## config.mk

```make
export PLATFORM = sky130hd
export DESIGN_NAME = dac_host_write_port
export DESIGN_NICKNAME = d
export VERILOG_FILES = /design/src/dac_write_pkg.sv /design/src/dac_host_write_port.sv
export SDC_FILE = /design/constraint.sdc
export NUM_CORES = 1
export LEC_CHECK = 0
export ABC_AREA = 1
export BUFFER_PORTS_ARGS = -buffer_cell sky130_fd_sc_hd__buf_2
export CORE_MARGIN = 2
export CORE_UTILIZATION = 40
export DETAILED_ROUTE_END_ITERATION = 8
export GPL_TIMING_DRIVEN = 0
export MAX_ROUTING_LAYER = met4
export PLACE_DENSITY = 0.66
export SLEW_MARGIN = 10
export SYNTH_ARGS = -nofsm -noshare
export SYNTH_HDL_FRONTEND = slang
export SYNTH_SLANG_ARGS = --single-unit
```

## constraint.sdc

```tcl
create_clock -name clock_i -period 1.88 [get_ports clock_i]
set_clock_uncertainty 0.1 [all_clocks]
set_input_delay 0.094 -clock clock_i [delete_from_list [all_inputs] [get_ports clock_i]]
set_output_delay 0.094 -clock clock_i [all_outputs]
set_load 0.01 [all_outputs]
```

## src/dac_write_pkg.sv

```systemverilog
// Shared constants and carrier types for the DAC host write port.
package dac_write_pkg;
	localparam logic [4:0] bus_addr_fixed = 5'h15;
	localparam logic [7:0] burst_pointer = 8'hFF;
	localparam logic [5:0] last_channel = 6'h27;
	localparam logic [5:0] first_channel = 6'h00;
	localparam logic [3:0] bit_count_ack = 4'h8;
	localparam logic [3:0] bit_count_reset = 4'h0;
	localparam logic [1:0] data_byte_reset = 2'h0;
	localparam int channel_count = 40;

	typedef enum logic [2:0] {
		st_idle = 3'b000,
		st_addr = 3'b001,
		st_pointer = 3'b010,
		st_data_hi = 3'b011,
		st_data_lo = 3'b100,
		st_ignore = 3'b101
	} serial_state_t;

	// One register write toward the channel bank.
	typedef struct packed {
		logic [5:0] channel;
		logic register_select_hi;
		logic register_select_lo;
		logic [11:0] data;
	} channel_write_t;
endpackage : dac_write_pkg

```

## src/dac_host_write_port.sv

```systemverilog
// Two-wire serial slave and parallel write port of a 40-channel DAC.
//
// Notes on behaviour
// - Answer address 10101 plus two strap pins.
// - Acknowledge each byte of a matched write frame in ninth clock; other frames get none.
// - Transaction: START, address with write, acknowledge.
// - Pointer byte selects channel, is acknowledged.
// - Address, pointer, two data, STOP updates; the write issues on the second data byte, before STOP.
// - Without STOP, next byte is new pointer.
// - Data bytes carry register select bits.
// - Pointer 0xFF starts burst at channel zero.
// - Burst increments; after channel 39 leaves.
// - No toggle behaviour during burst mode.
// - Select pin low enables parallel only.
// - Parallel strobes need device select low.
// - Write strobe rise latches address, data.
// - Register select pins pick destination.
// - Six-bit address picks each channel.
// - Parallel word is 12-bit straight binary.
`timescale 1ns/1ps
`default_nettype none
module dac_host_write_port
(
	input wire logic clock_i,
	input wire logic srst_i,
	input wire logic serial_parallel_select_i,
	input wire logic bus_address_strap_hi_i,
	input wire logic bus_address_strap_lo_i,
	input wire logic scl_i,
	input wire logic sda_i,
	output logic sda_o,
	output logic sda_oe_o,
	input wire logic chip_select_n_i,
	input wire logic write_n_i,
	input wire logic [5:0] channel_address_i,
	input wire logic register_select_hi_i,
	input wire logic register_select_lo_i,
	input wire logic [11:0] parallel_data_word_i,
	output dac_write_pkg::channel_write_t write_o,
	output logic write_valid_o,
	output logic burst_active_o
);
	import dac_write_pkg::*;

	logic [1:0] scl_sync_reg;
	logic [1:0] sda_sync_reg;
	logic [1:0] wr_sync_reg;
	logic scl_last_reg;
	logic sda_last_reg;
	logic wr_last_reg;
	logic [1:0] par_meta_reg;
	logic [1:0] par_sync_reg;
	logic [17:0] par_word_meta_reg;
	logic [17:0] par_word_sync_reg;
	logic scl_rise;
	logic scl_fall;
	logic start_seen;
	logic stop_seen;
	logic wr_rise;
	serial_state_t state_reg;
	serial_state_t state_next;
	logic [3:0] bit_count_reg;
	logic [7:0] shift_reg;
	logic [7:0] byte_val;
	logic ack_phase_reg;
	logic byte_ok_reg;
	logic [5:0] channel_reg;
	logic burst_reg;
	logic [7:0] data_hi_reg;
	logic addr_match;
	logic serial_on;

	function automatic logic [5:0] next_channel(input logic [5:0] ch);
		next_channel = ch + 6'h01;
	endfunction : next_channel

	// Pin synchronisers; first stage feeds only the second.
	always_ff @(posedge clock_i)
	begin
		scl_sync_reg <= {scl_sync_reg[0], scl_i};
		sda_sync_reg <= {sda_sync_reg[0], sda_i};
		wr_sync_reg <= {wr_sync_reg[0], write_n_i};
		par_meta_reg <= {serial_parallel_select_i, chip_select_n_i};
		par_sync_reg <= par_meta_reg;
		par_word_meta_reg <= {channel_address_i, register_select_hi_i,
			register_select_lo_i, parallel_data_word_i[11:2]};
		par_word_sync_reg <= par_word_meta_reg;
	end

	logic [1:0] par_low_meta_reg;
	logic [1:0] par_low_sync_reg;
	always_ff @(posedge clock_i)
	begin
		par_low_meta_reg <= parallel_data_word_i[1:0];
		par_low_sync_reg <= par_low_meta_reg;
	end

	always_ff @(posedge clock_i)
	begin
		if (srst_i)
		begin
			scl_last_reg <= 1'b1;
			sda_last_reg <= 1'b1;
			wr_last_reg <= 1'b1;
		end
		else
		begin
			scl_last_reg <= scl_sync_reg[1];
			sda_last_reg <= sda_sync_reg[1];
			wr_last_reg <= wr_sync_reg[1];
		end
	end

	assign serial_on = par_sync_reg[1];
	assign scl_rise = serial_on && scl_sync_reg[1] && !scl_last_reg;
	assign scl_fall = serial_on && !scl_sync_reg[1] && scl_last_reg;
	assign start_seen = serial_on && scl_sync_reg[1] && scl_last_reg
		&& sda_last_reg && !sda_sync_reg[1];
	assign stop_seen = serial_on && scl_sync_reg[1] && scl_last_reg
		&& !sda_last_reg && sda_sync_reg[1];
	assign wr_rise = wr_sync_reg[1] && !wr_last_reg;
	assign byte_val = shift_reg;
	// Address compare includes the write bit (must be zero).
	assign addr_match = (byte_val[7:3] == bus_addr_fixed)
		&& (byte_val[2] == bus_address_strap_hi_i)
		&& (byte_val[1] == bus_address_strap_lo_i)
		&& !byte_val[0];

	// Bit counter and shift register sample SDA on SCL rise.
	always_ff @(posedge clock_i)
	begin
		if (srst_i || start_seen || stop_seen)
		begin
			bit_count_reg <= bit_count_reset;
			shift_reg <= 8'h00;
		end
		else if (scl_rise && !ack_phase_reg)
		begin
			shift_reg <= {shift_reg[6:0], sda_sync_reg[1]};
			bit_count_reg <= bit_count_reg + 4'h1;
		end
		else if (scl_fall && ack_phase_reg)
			bit_count_reg <= bit_count_reset;
	end

	// Byte completes on the falling edge after the eighth bit.
	logic byte_done;
	assign byte_done = scl_fall && !ack_phase_reg
		&& (bit_count_reg == bit_count_ack);

	always_comb
	begin
		state_next = state_reg;
		case (state_reg)
			st_idle: state_next = st_idle;
			st_addr: if (byte_done)
				state_next = addr_match ? st_pointer : st_ignore;
			st_pointer: if (byte_done)
				state_next = st_data_hi;
			st_data_hi: if (byte_done)
				state_next = st_data_lo;
			st_data_lo: if (byte_done)
				state_next = (burst_reg && channel_reg != last_channel)
					? st_data_hi : st_pointer;
			st_ignore: state_next = st_ignore;
			default: state_next = st_idle;
		endcase
		if (start_seen)
			state_next = st_addr;
		if (stop_seen || !serial_on)
			state_next = st_idle;
	end

	always_ff @(posedge clock_i)
	begin
		if (srst_i)
			state_reg <= st_idle;
		else
			state_reg <= state_next;
	end

	// Acknowledge phase: drive SDA low for the ninth clock.
	always_ff @(posedge clock_i)
	begin
		if (srst_i || start_seen || stop_seen || !serial_on)
		begin
			ack_phase_reg <= 1'b0;
			byte_ok_reg <= 1'b0;
		end
		else if (byte_done)
		begin
			ack_phase_reg <= 1'b1;
			// Idle and ignored frames leave the line to the master.
			byte_ok_reg <= (state_reg == st_addr) ? addr_match
				: (state_reg == st_pointer || state_reg == st_data_hi
				|| state_reg == st_data_lo);
		end
		else if (scl_fall && ack_phase_reg)
		begin
			ack_phase_reg <= 1'b0;
			byte_ok_reg <= 1'b0;
		end
	end

	always_ff @(posedge clock_i)
	begin
		if (srst_i)
		begin
			sda_o <= 1'b0;
			sda_oe_o <= 1'b0;
		end
		else
		begin
			sda_o <= 1'b0;
			sda_oe_o <= serial_on && ack_phase_reg && byte_ok_reg
				&& !(scl_fall && ack_phase_reg);
		end
	end

	// Channel pointer and burst mode.
	always_ff @(posedge clock_i)
	begin
		if (srst_i || stop_seen || start_seen || !serial_on)
		begin
			burst_reg <= 1'b0;
			channel_reg <= first_channel;
		end
		else if (byte_done && state_reg == st_pointer)
		begin
			if (byte_val == burst_pointer)
			begin
				burst_reg <= 1'b1;
				channel_reg <= first_channel;
			end
			else
			begin
				burst_reg <= 1'b0;
				channel_reg <= byte_val[5:0];
			end
		end
		else if (byte_done && state_reg == st_data_lo && burst_reg)
		begin
			if (channel_reg == last_channel)
				burst_reg <= 1'b0;
			channel_reg <= next_channel(channel_reg);
		end
	end

	always_ff @(posedge clock_i)
	begin
		if (srst_i)
			data_hi_reg <= 8'h00;
		else if (byte_done && state_reg == st_data_hi)
			data_hi_reg <= byte_val;
	end

	// Output register writes from either port.
	always_ff @(posedge clock_i)
	begin
		if (srst_i)
		begin
			write_o <= '0;
			write_valid_o <= 1'b0;
		end
		else if (serial_on && byte_done && state_reg == st_data_lo)
		begin
			write_o.channel <= channel_reg;
			write_o.register_select_hi <= data_hi_reg[7];
			write_o.register_select_lo <= data_hi_reg[6];
			write_o.data <= {data_hi_reg[3:0], byte_val};
			write_valid_o <= 1'b1;
		end
		else if (!serial_on && !par_sync_reg[0] && wr_rise)
		begin
			write_o.channel <= par_word_sync_reg[17:12];
			write_o.register_select_hi <= par_word_sync_reg[11];
			write_o.register_select_lo <= par_word_sync_reg[10];
			write_o.data <= {par_word_sync_reg[9:0],
				par_low_sync_reg};
			write_valid_o <= 1'b1;
		end
		else
			write_valid_o <= 1'b0;
	end

	// Burst mode carries no toggle selection; it is flagged out only.
	assign burst_active_o = burst_reg;

	ack_low_a: assert property (@(posedge clock_i) disable iff (srst_i)
		sda_oe_o |-> !sda_o) else $error("ack not low");
	bad_addr_a: assert property (@(posedge clock_i) disable iff (srst_i)
		byte_done && state_reg == st_addr && !addr_match
		|=> state_reg == st_ignore) else $error("bad address taken");
	ignore_nak_a: assert property (@(posedge clock_i) disable iff (srst_i)
		state_reg == st_ignore |-> !sda_oe_o) else $error("ignored ack");
	burst_start_a: assert property (@(posedge clock_i) disable iff (srst_i)
		byte_done && state_reg == st_pointer && byte_val == burst_pointer
		&& !stop_seen && !start_seen && serial_on
		|=> burst_reg && channel_reg == first_channel)
		else $error("burst not started");
	burst_end_a: assert property (@(posedge clock_i) disable iff (srst_i)
		stop_seen |=> !burst_reg) else $error("burst past stop");
	par_off_a: assert property (@(posedge clock_i) disable iff (srst_i)
		!serial_on |=> !sda_oe_o) else $error("serial active");
	cs_gate_a: assert property (@(posedge clock_i) disable iff (srst_i)
		write_valid_o && !$past(serial_on) |-> !$past(par_sync_reg[0]))
		else $error("write without select");
	chan_range_a: assert property (@(posedge clock_i) disable iff (srst_i)
		burst_reg |-> channel_reg <= last_channel)
		else $error("burst channel out of range");
	serial_wr_a: assert property (@(posedge clock_i) disable iff (srst_i)
		byte_done && state_reg == st_data_lo && serial_on
		|=> write_valid_o && write_o.data[7:0] == $past(byte_val))
		else $error("serial write missing");
	cv_burst: cover property (@(posedge clock_i) burst_reg && channel_reg
		== last_channel && write_valid_o);
	cv_single: cover property (@(posedge clock_i) write_valid_o
		&& serial_on && !burst_reg);
	cv_par: cover property (@(posedge clock_i) write_valid_o && !serial_on);
endmodule : dac_host_write_port
`default_nettype wire

```

## Word level (Yosys, flattened, before mapping)

Cells that the tools add are included.

| word-level totals | value |
|---|---|
| register bits after elaboration | 107 |
| input bits | 29 |

| cells by class | value |
|---|---|
| reduce and logical (&&, ||, !) cells | 58 |
| equality and inequality tests | 20 |
| $add $sub $neg | 2 |
| muxes and demuxes | 25 |

Operators with widths:

| cell | count |
|---|---|
| $mux 20 | 2 |
| $logic_and 1x1->1 | 29 |
| $mux 6 | 3 |
| $mux 3 | 5 |
| $pmux 3 s5 | 1 |
| $mux 1 | 12 |
| $ne 3x3->1 const B | 4 |
| $logic_not 1->1 | 10 |
| $reduce_bool 2->1 | 5 |
| $logic_or 1x1->1 | 9 |
| $eq 8x8->1 const B | 1 |
| $mux 4 | 2 |
| $ne 2x2->1 const B | 4 |
| $reduce_and 4->1 | 2 |
| $add 6x1->6 const B | 1 |
| $eq 3x2->1 const B | 2 |
| $eq 3x3->1 const B | 2 |
| $eq 6x6->1 const B | 1 |
| $ne 6x6->1 const B | 1 |
| $eq 5x5->1 const B | 1 |
| $add 4x1->4 const B | 1 |
| $eq 4x4->1 const B | 1 |
| $eq 3x1->1 const B | 1 |
| $reduce_or 3->1 | 1 |
| 3 further kinds | 4 |

## Depth between registers and ports, before layout

| depth | value |
|---|---|
| depth after elaboration | 9 |
| depth in mapped cells | 11 |
| depth with buffers taken out | 10 |

## Worst setup path after synthesis

OpenSTA, ideal clock, no wires.

| path | value |
|---|---|
| path kind | reg2reg |
| start point | register bit_count_reg[0] |
| end point | register write_o[0] in the netlist's numbering |
| data required time | 1652 ps |
| cell stages (with the launch flop) | 11 |
| setup time | 128 ps |
| buffers on the path | 1 |
| setup slack | 402 ps |
| arrival time | 1250 ps |
| path through | dfxtp_1 inv_1 ha_1 nand3_2 nor2_8 nand2_4 nand2_4 buf_8 nor2_2 nor2_1 nor2_1 |

| on the way | value |
|---|---|
| longest elaborated chain between the ends | 5 |
| elaborated cells between the ends (all ways) | 6 |
| those cells by class | eq/ne (1); mux (1); reduce/logical (4) |

RTL lines:

| element | RTL line | RTL |
|---|---|---|
| from (decl) | dac_host_write_port.sv:62 | `logic [3:0] bit_count_reg;` |
| from (signal assigned) | dac_host_write_port.sv:134 | `bit_count_reg <= bit_count_reset;` |
| from (signal assigned) | dac_host_write_port.sv:140 | `bit_count_reg <= bit_count_reg + 4'h1;` |
| from (signal assigned) | dac_host_write_port.sv:143 | `bit_count_reg <= bit_count_reset;` |
| $eq 4x4->1 (*) | dac_host_write_port.sv:149 | `&& (bit_count_reg == bit_count_ack);` |
| $logic_and 1x1->1 (*) | dac_host_write_port.sv:149 |  |
| $logic_and 1x1->1 (*) (2 in a row) | dac_host_write_port.sv:265 | `else if (serial_on && byte_done && state_reg == st_data_lo)` |
| $mux 20 or $reduce_bool 2->1 (tied branches) | n/a |  |
| to (decl) | dac_host_write_port.sv:39 | `output dac_write_pkg::channel_write_t write_o,` |

Mark *: on every way between the ends. The rest lies on a longest branch, timed or not.
A chain may end at the register's enable or synchronous reset.

## Final worst setup path

| path | value |
|---|---|
| start point | register bit_count_reg[0] |
| end point | register data_hi_reg[3] |

| on the way | value |
|---|---|
| longest elaborated chain between the ends | 3 |

RTL lines:

| element | RTL line | RTL |
|---|---|---|
| $eq 4x4->1 | dac_host_write_port.sv:149 |  |
| $logic_and 1x1->1 | dac_host_write_port.sv:149 |  |
| $logic_and 1x1->1 | dac_host_write_port.sv:253 | `else if (byte_done && state_reg == st_data_hi)` |
| to (signal assigned) | dac_host_write_port.sv:254 | `data_hi_reg <= byte_val;` |
| to (decl) | dac_host_write_port.sv:69 | `logic [7:0] data_hi_reg;` |

No other way between the ends.

==> results.json <==
{
  "status": "complete, no violations",
  "clock-sinks": 105,
  "rrSetupSlack_ns": 0.22,
  "io_pins": 53,
  "min_path_type": "input port to register",
  "viasPerCell": 4.52,
  "rsz0062_at_grt": "no",
  "htreeDepth": 3,
  "yosys.cell_types.count": 29,
  "nNetsFinal": 609,
  "cp_slowest_cell": "dfxtp_1",
  "worst-path-buf-inv": 2,
  "grt_overflow": 0,
  "end_kind": "register",
  "finalPower_mw": 3.89,
  "dp_hpwl_mm": 6.08,
  "drt_iter0_drc": 154,
  "path_clk_slew_ns": 0.10,
  "clk_latency_ns": 0.37,
  "setup_viol_count_final": 0,
  "crit_chain": "inv_1 -> ha_1 -> nand3_2 -> nor2_8 -> nand3_2 -> buf_4 -> o21ai_0 -> a21oi_1",
  "finalMaxSlewViolations": 0,
  "final_util_pct": 50.1,
  "powerDensity_mw_per_mm2": 802,
  "grt_max_degree": 21,
  "maxCapViolCount": 0,
  "synth-edff-count": 0,
  "grt_pass1_wl_mm": 14.2,
  "path_max_fanout": 10,
  "netlist_area_sq_mm": 0.00395,
  "grt_use_total_pct": 17.8,
  "crit_arrival_ns": 1.82,
  "ys_seq_elements": 105,
  "synth_warnings": 0,
  "yosysMostFrequentCell": "dfxtp_1",
  "async_flop_share_pct": 0,
  "total_leakage_power_nw": 2.06,
  "gp_congestion": 0.913,
  "dpl_cell_area_sq_mm": 0.00437,
  "cts_tree": "done",
  "layout-drive-gt1-share_pct": 21.3,
  "drc": 0,
  "final_area_sq_mm": 0.00485,
  "vias": 3230,
  "grt_pass1_vias": 3112,
  "avgSynthCellArea_sq_um": 8.10,
  "largest_reg_flops": 20,
  "ys_top_cells_by_area": "dfxtp_1 (53%), nand2_1 (8.4%), nor2_1 (6.3%), inv_1 (5.9%), a21oi_1 (3.8%)",
  "die_y_um": 103,
  "ctsLongestPathBuffers": 2,
  "synth_commonest_cells": "dfxtp_1 (105), nand2_1 (88), nor2_1 (66)",
  "syn2layout_area_growth_pct": 22.7,
  "synth_top_cell_by_area": "dfxtp_1",
  "finalHoldViolCount": 0,
  "yosysSeqAreaShare_pct": 53.2,
  "totalWireLength_mm": 8.45,
  "die_w_um": 103,
  "setup_slack_ns": 0.223,
  "port_buffers": 51,
  "cpPeakStageDelay_ns": 0.35,
  "final.fill_count": 933,
  "ir_drop_mv": 0.374,
  "required_ns": 2.05,
  "first_pass_iters": 4,
  "synth_flop_cell": "dfxtp_1",
  "finalSetupTns_ns": 0,
  "antenna_found_initial": 0,
  "drt.antenna.violating_nets": 0,
  "cp_top_family": "simple AND/OR/NAND/NOR gates",
  "die_area_sq_mm": 0.0107,
  "routedWlPerCell_um": 11.8,
  "crit_path_start_kind": "register",
  "core_sq_mm": 0.00968,
  "synthesis.nets": 520,
  "numCtsBuffers": 9,
  "rows": 36,
  "synthCells": 488,
  "synth_top_area_share_pct": 53.2,
  "final.min_clock_period_ns": 1.66,
  "cts_root_buffer": "clkbuf_8",
  "start_util_pct": 40.8,
  "antenna_cells": 0,
  "finalCritPeriodShare_pct": 88.2,
  "crit_type": "register to register",
  "fmax_ghz": 0.603,
  "dp_slack_ns": 0.120,
  "crit_top_cell": "nand3_2"
}
==> per-stage QoR <==
stage               std cells  hold slack (ns)
floorplan                 488           0.0217
global placement          672           0.0970
detailed placement        672           0.0976
CTS                       714            0.156
global route              715            0.221
finish                    715            0.171
==> cells by family (layout without fill, tap and decap cells) <==
| group | Yosys count | in the layout | synth area share (%) |
|---|---|---|---|
| simple gates | 229 | 229 | 27.1 |
| flops | 105 | 105 | 53.2 |
| buf+inv | 80 | 174 | 8.77 |
| compound gates | 70 | 70 | 9.88 |
| fa+ha+maj | 3 | 3 | 0.950 |
| other cells | 1 | 1 | 0.0949 |
==> routing by layer <==
layer	global-route usage [%]	vias up	share of wire [%]
met5	-	-	0
li1	-	1708	-
met4	5.57	0	0.85
met3	4.10	7	4.4
met1	22.1	1454	47
met2	29.0	61	48
==> worst register-to-register path, delay by kind of cell (launching register included) <==
kind                       cells  cell delay, ns
adders and majority gates      1            0.18
and+or+nand+nor                3            0.39
AOI/OAI and AO/OA              2            0.25
buffers and inverters          2            0.28
DFF                            1            0.35
==> final timing paths <==
check | startpoint | endpoint | cells after the start
worst max register to register | bit_count_reg[0]$_SDFFE_PP0P_ | data_hi_reg[3]$_SDFFE_PP0P_ | 8
worst max-delay path | bit_count_reg[0]$_SDFFE_PP0P_ | data_hi_reg[3]$_SDFFE_PP0P_ | 8
worst min-delay path | bus_address_strap_lo_i | state_reg[1]$_SDFFE_PP0P_ | 8
worst min register to register | par_word_meta_reg[0]$_DFF_P_ | par_word_sync_reg[0]$_DFF_P_ | 0
==> power by group <==
part	switching [mW]	internal [mW]
Clock	0.830	0.557
Sequential	0.0231	2.29
Combinational	0.0961	0.0896
Total	0.949	2.94
==> layout by cell type, fill, tap and decap left out <==
cell type / count
nor3_1: 2
conb_1: 1
or2_2: 1
clkinv_8: 1
nand2_4: 3
dlygate4sd3_1: 26
o21ai_1: 4
nor2_1: 66
dfxtp_1: 105
clkbuf_8: 10
nand2_1: 88
nor2_8: 1
o21ai_2: 8
ha_1: 3
clkinvlp_4: 1
nand2_2: 3
clkbuf_1: 6
inv_8: 2
inv_1: 62
clkinv_1: 1
nor2_4: 4
inv_2: 4
o21ai_0: 24
buf_8: 2
buf_2: 52
nand3_2: 3
buf_6: 2
buf_4: 3
a21boi_0: 2
inv_6: 2
a211oi_1: 2
nor2_2: 22
a21oi_1: 30
nand3_1: 23
nand4_1: 13
==> area by class of cell <==
cell class / count / area (sq um) / area share, %
clock inverter: 6 / 63.8 / 1.32
multi-input combinational: 303 / 1510 / 31.1
timing repair buffer: 78 / 523 / 10.8
tap: 133 / 166 / 3.43
inverter: 67 / 251 / 5.19
clock buffer: 10 / 138 / 2.84
buffer: 13 / 95.1 / 1.96
sequential: 105 / 2100 / 43.4
==> timing repair <==
item                       in CTS  in global routing
setup buffers                   0                  1
hold buffers                   26                  0
gates resized for setup         0                  1
hold endpoints to repair       27                  0
setup endpoints to repair       0                 20
Note: power is estimated with default switching activity, not from simulation.
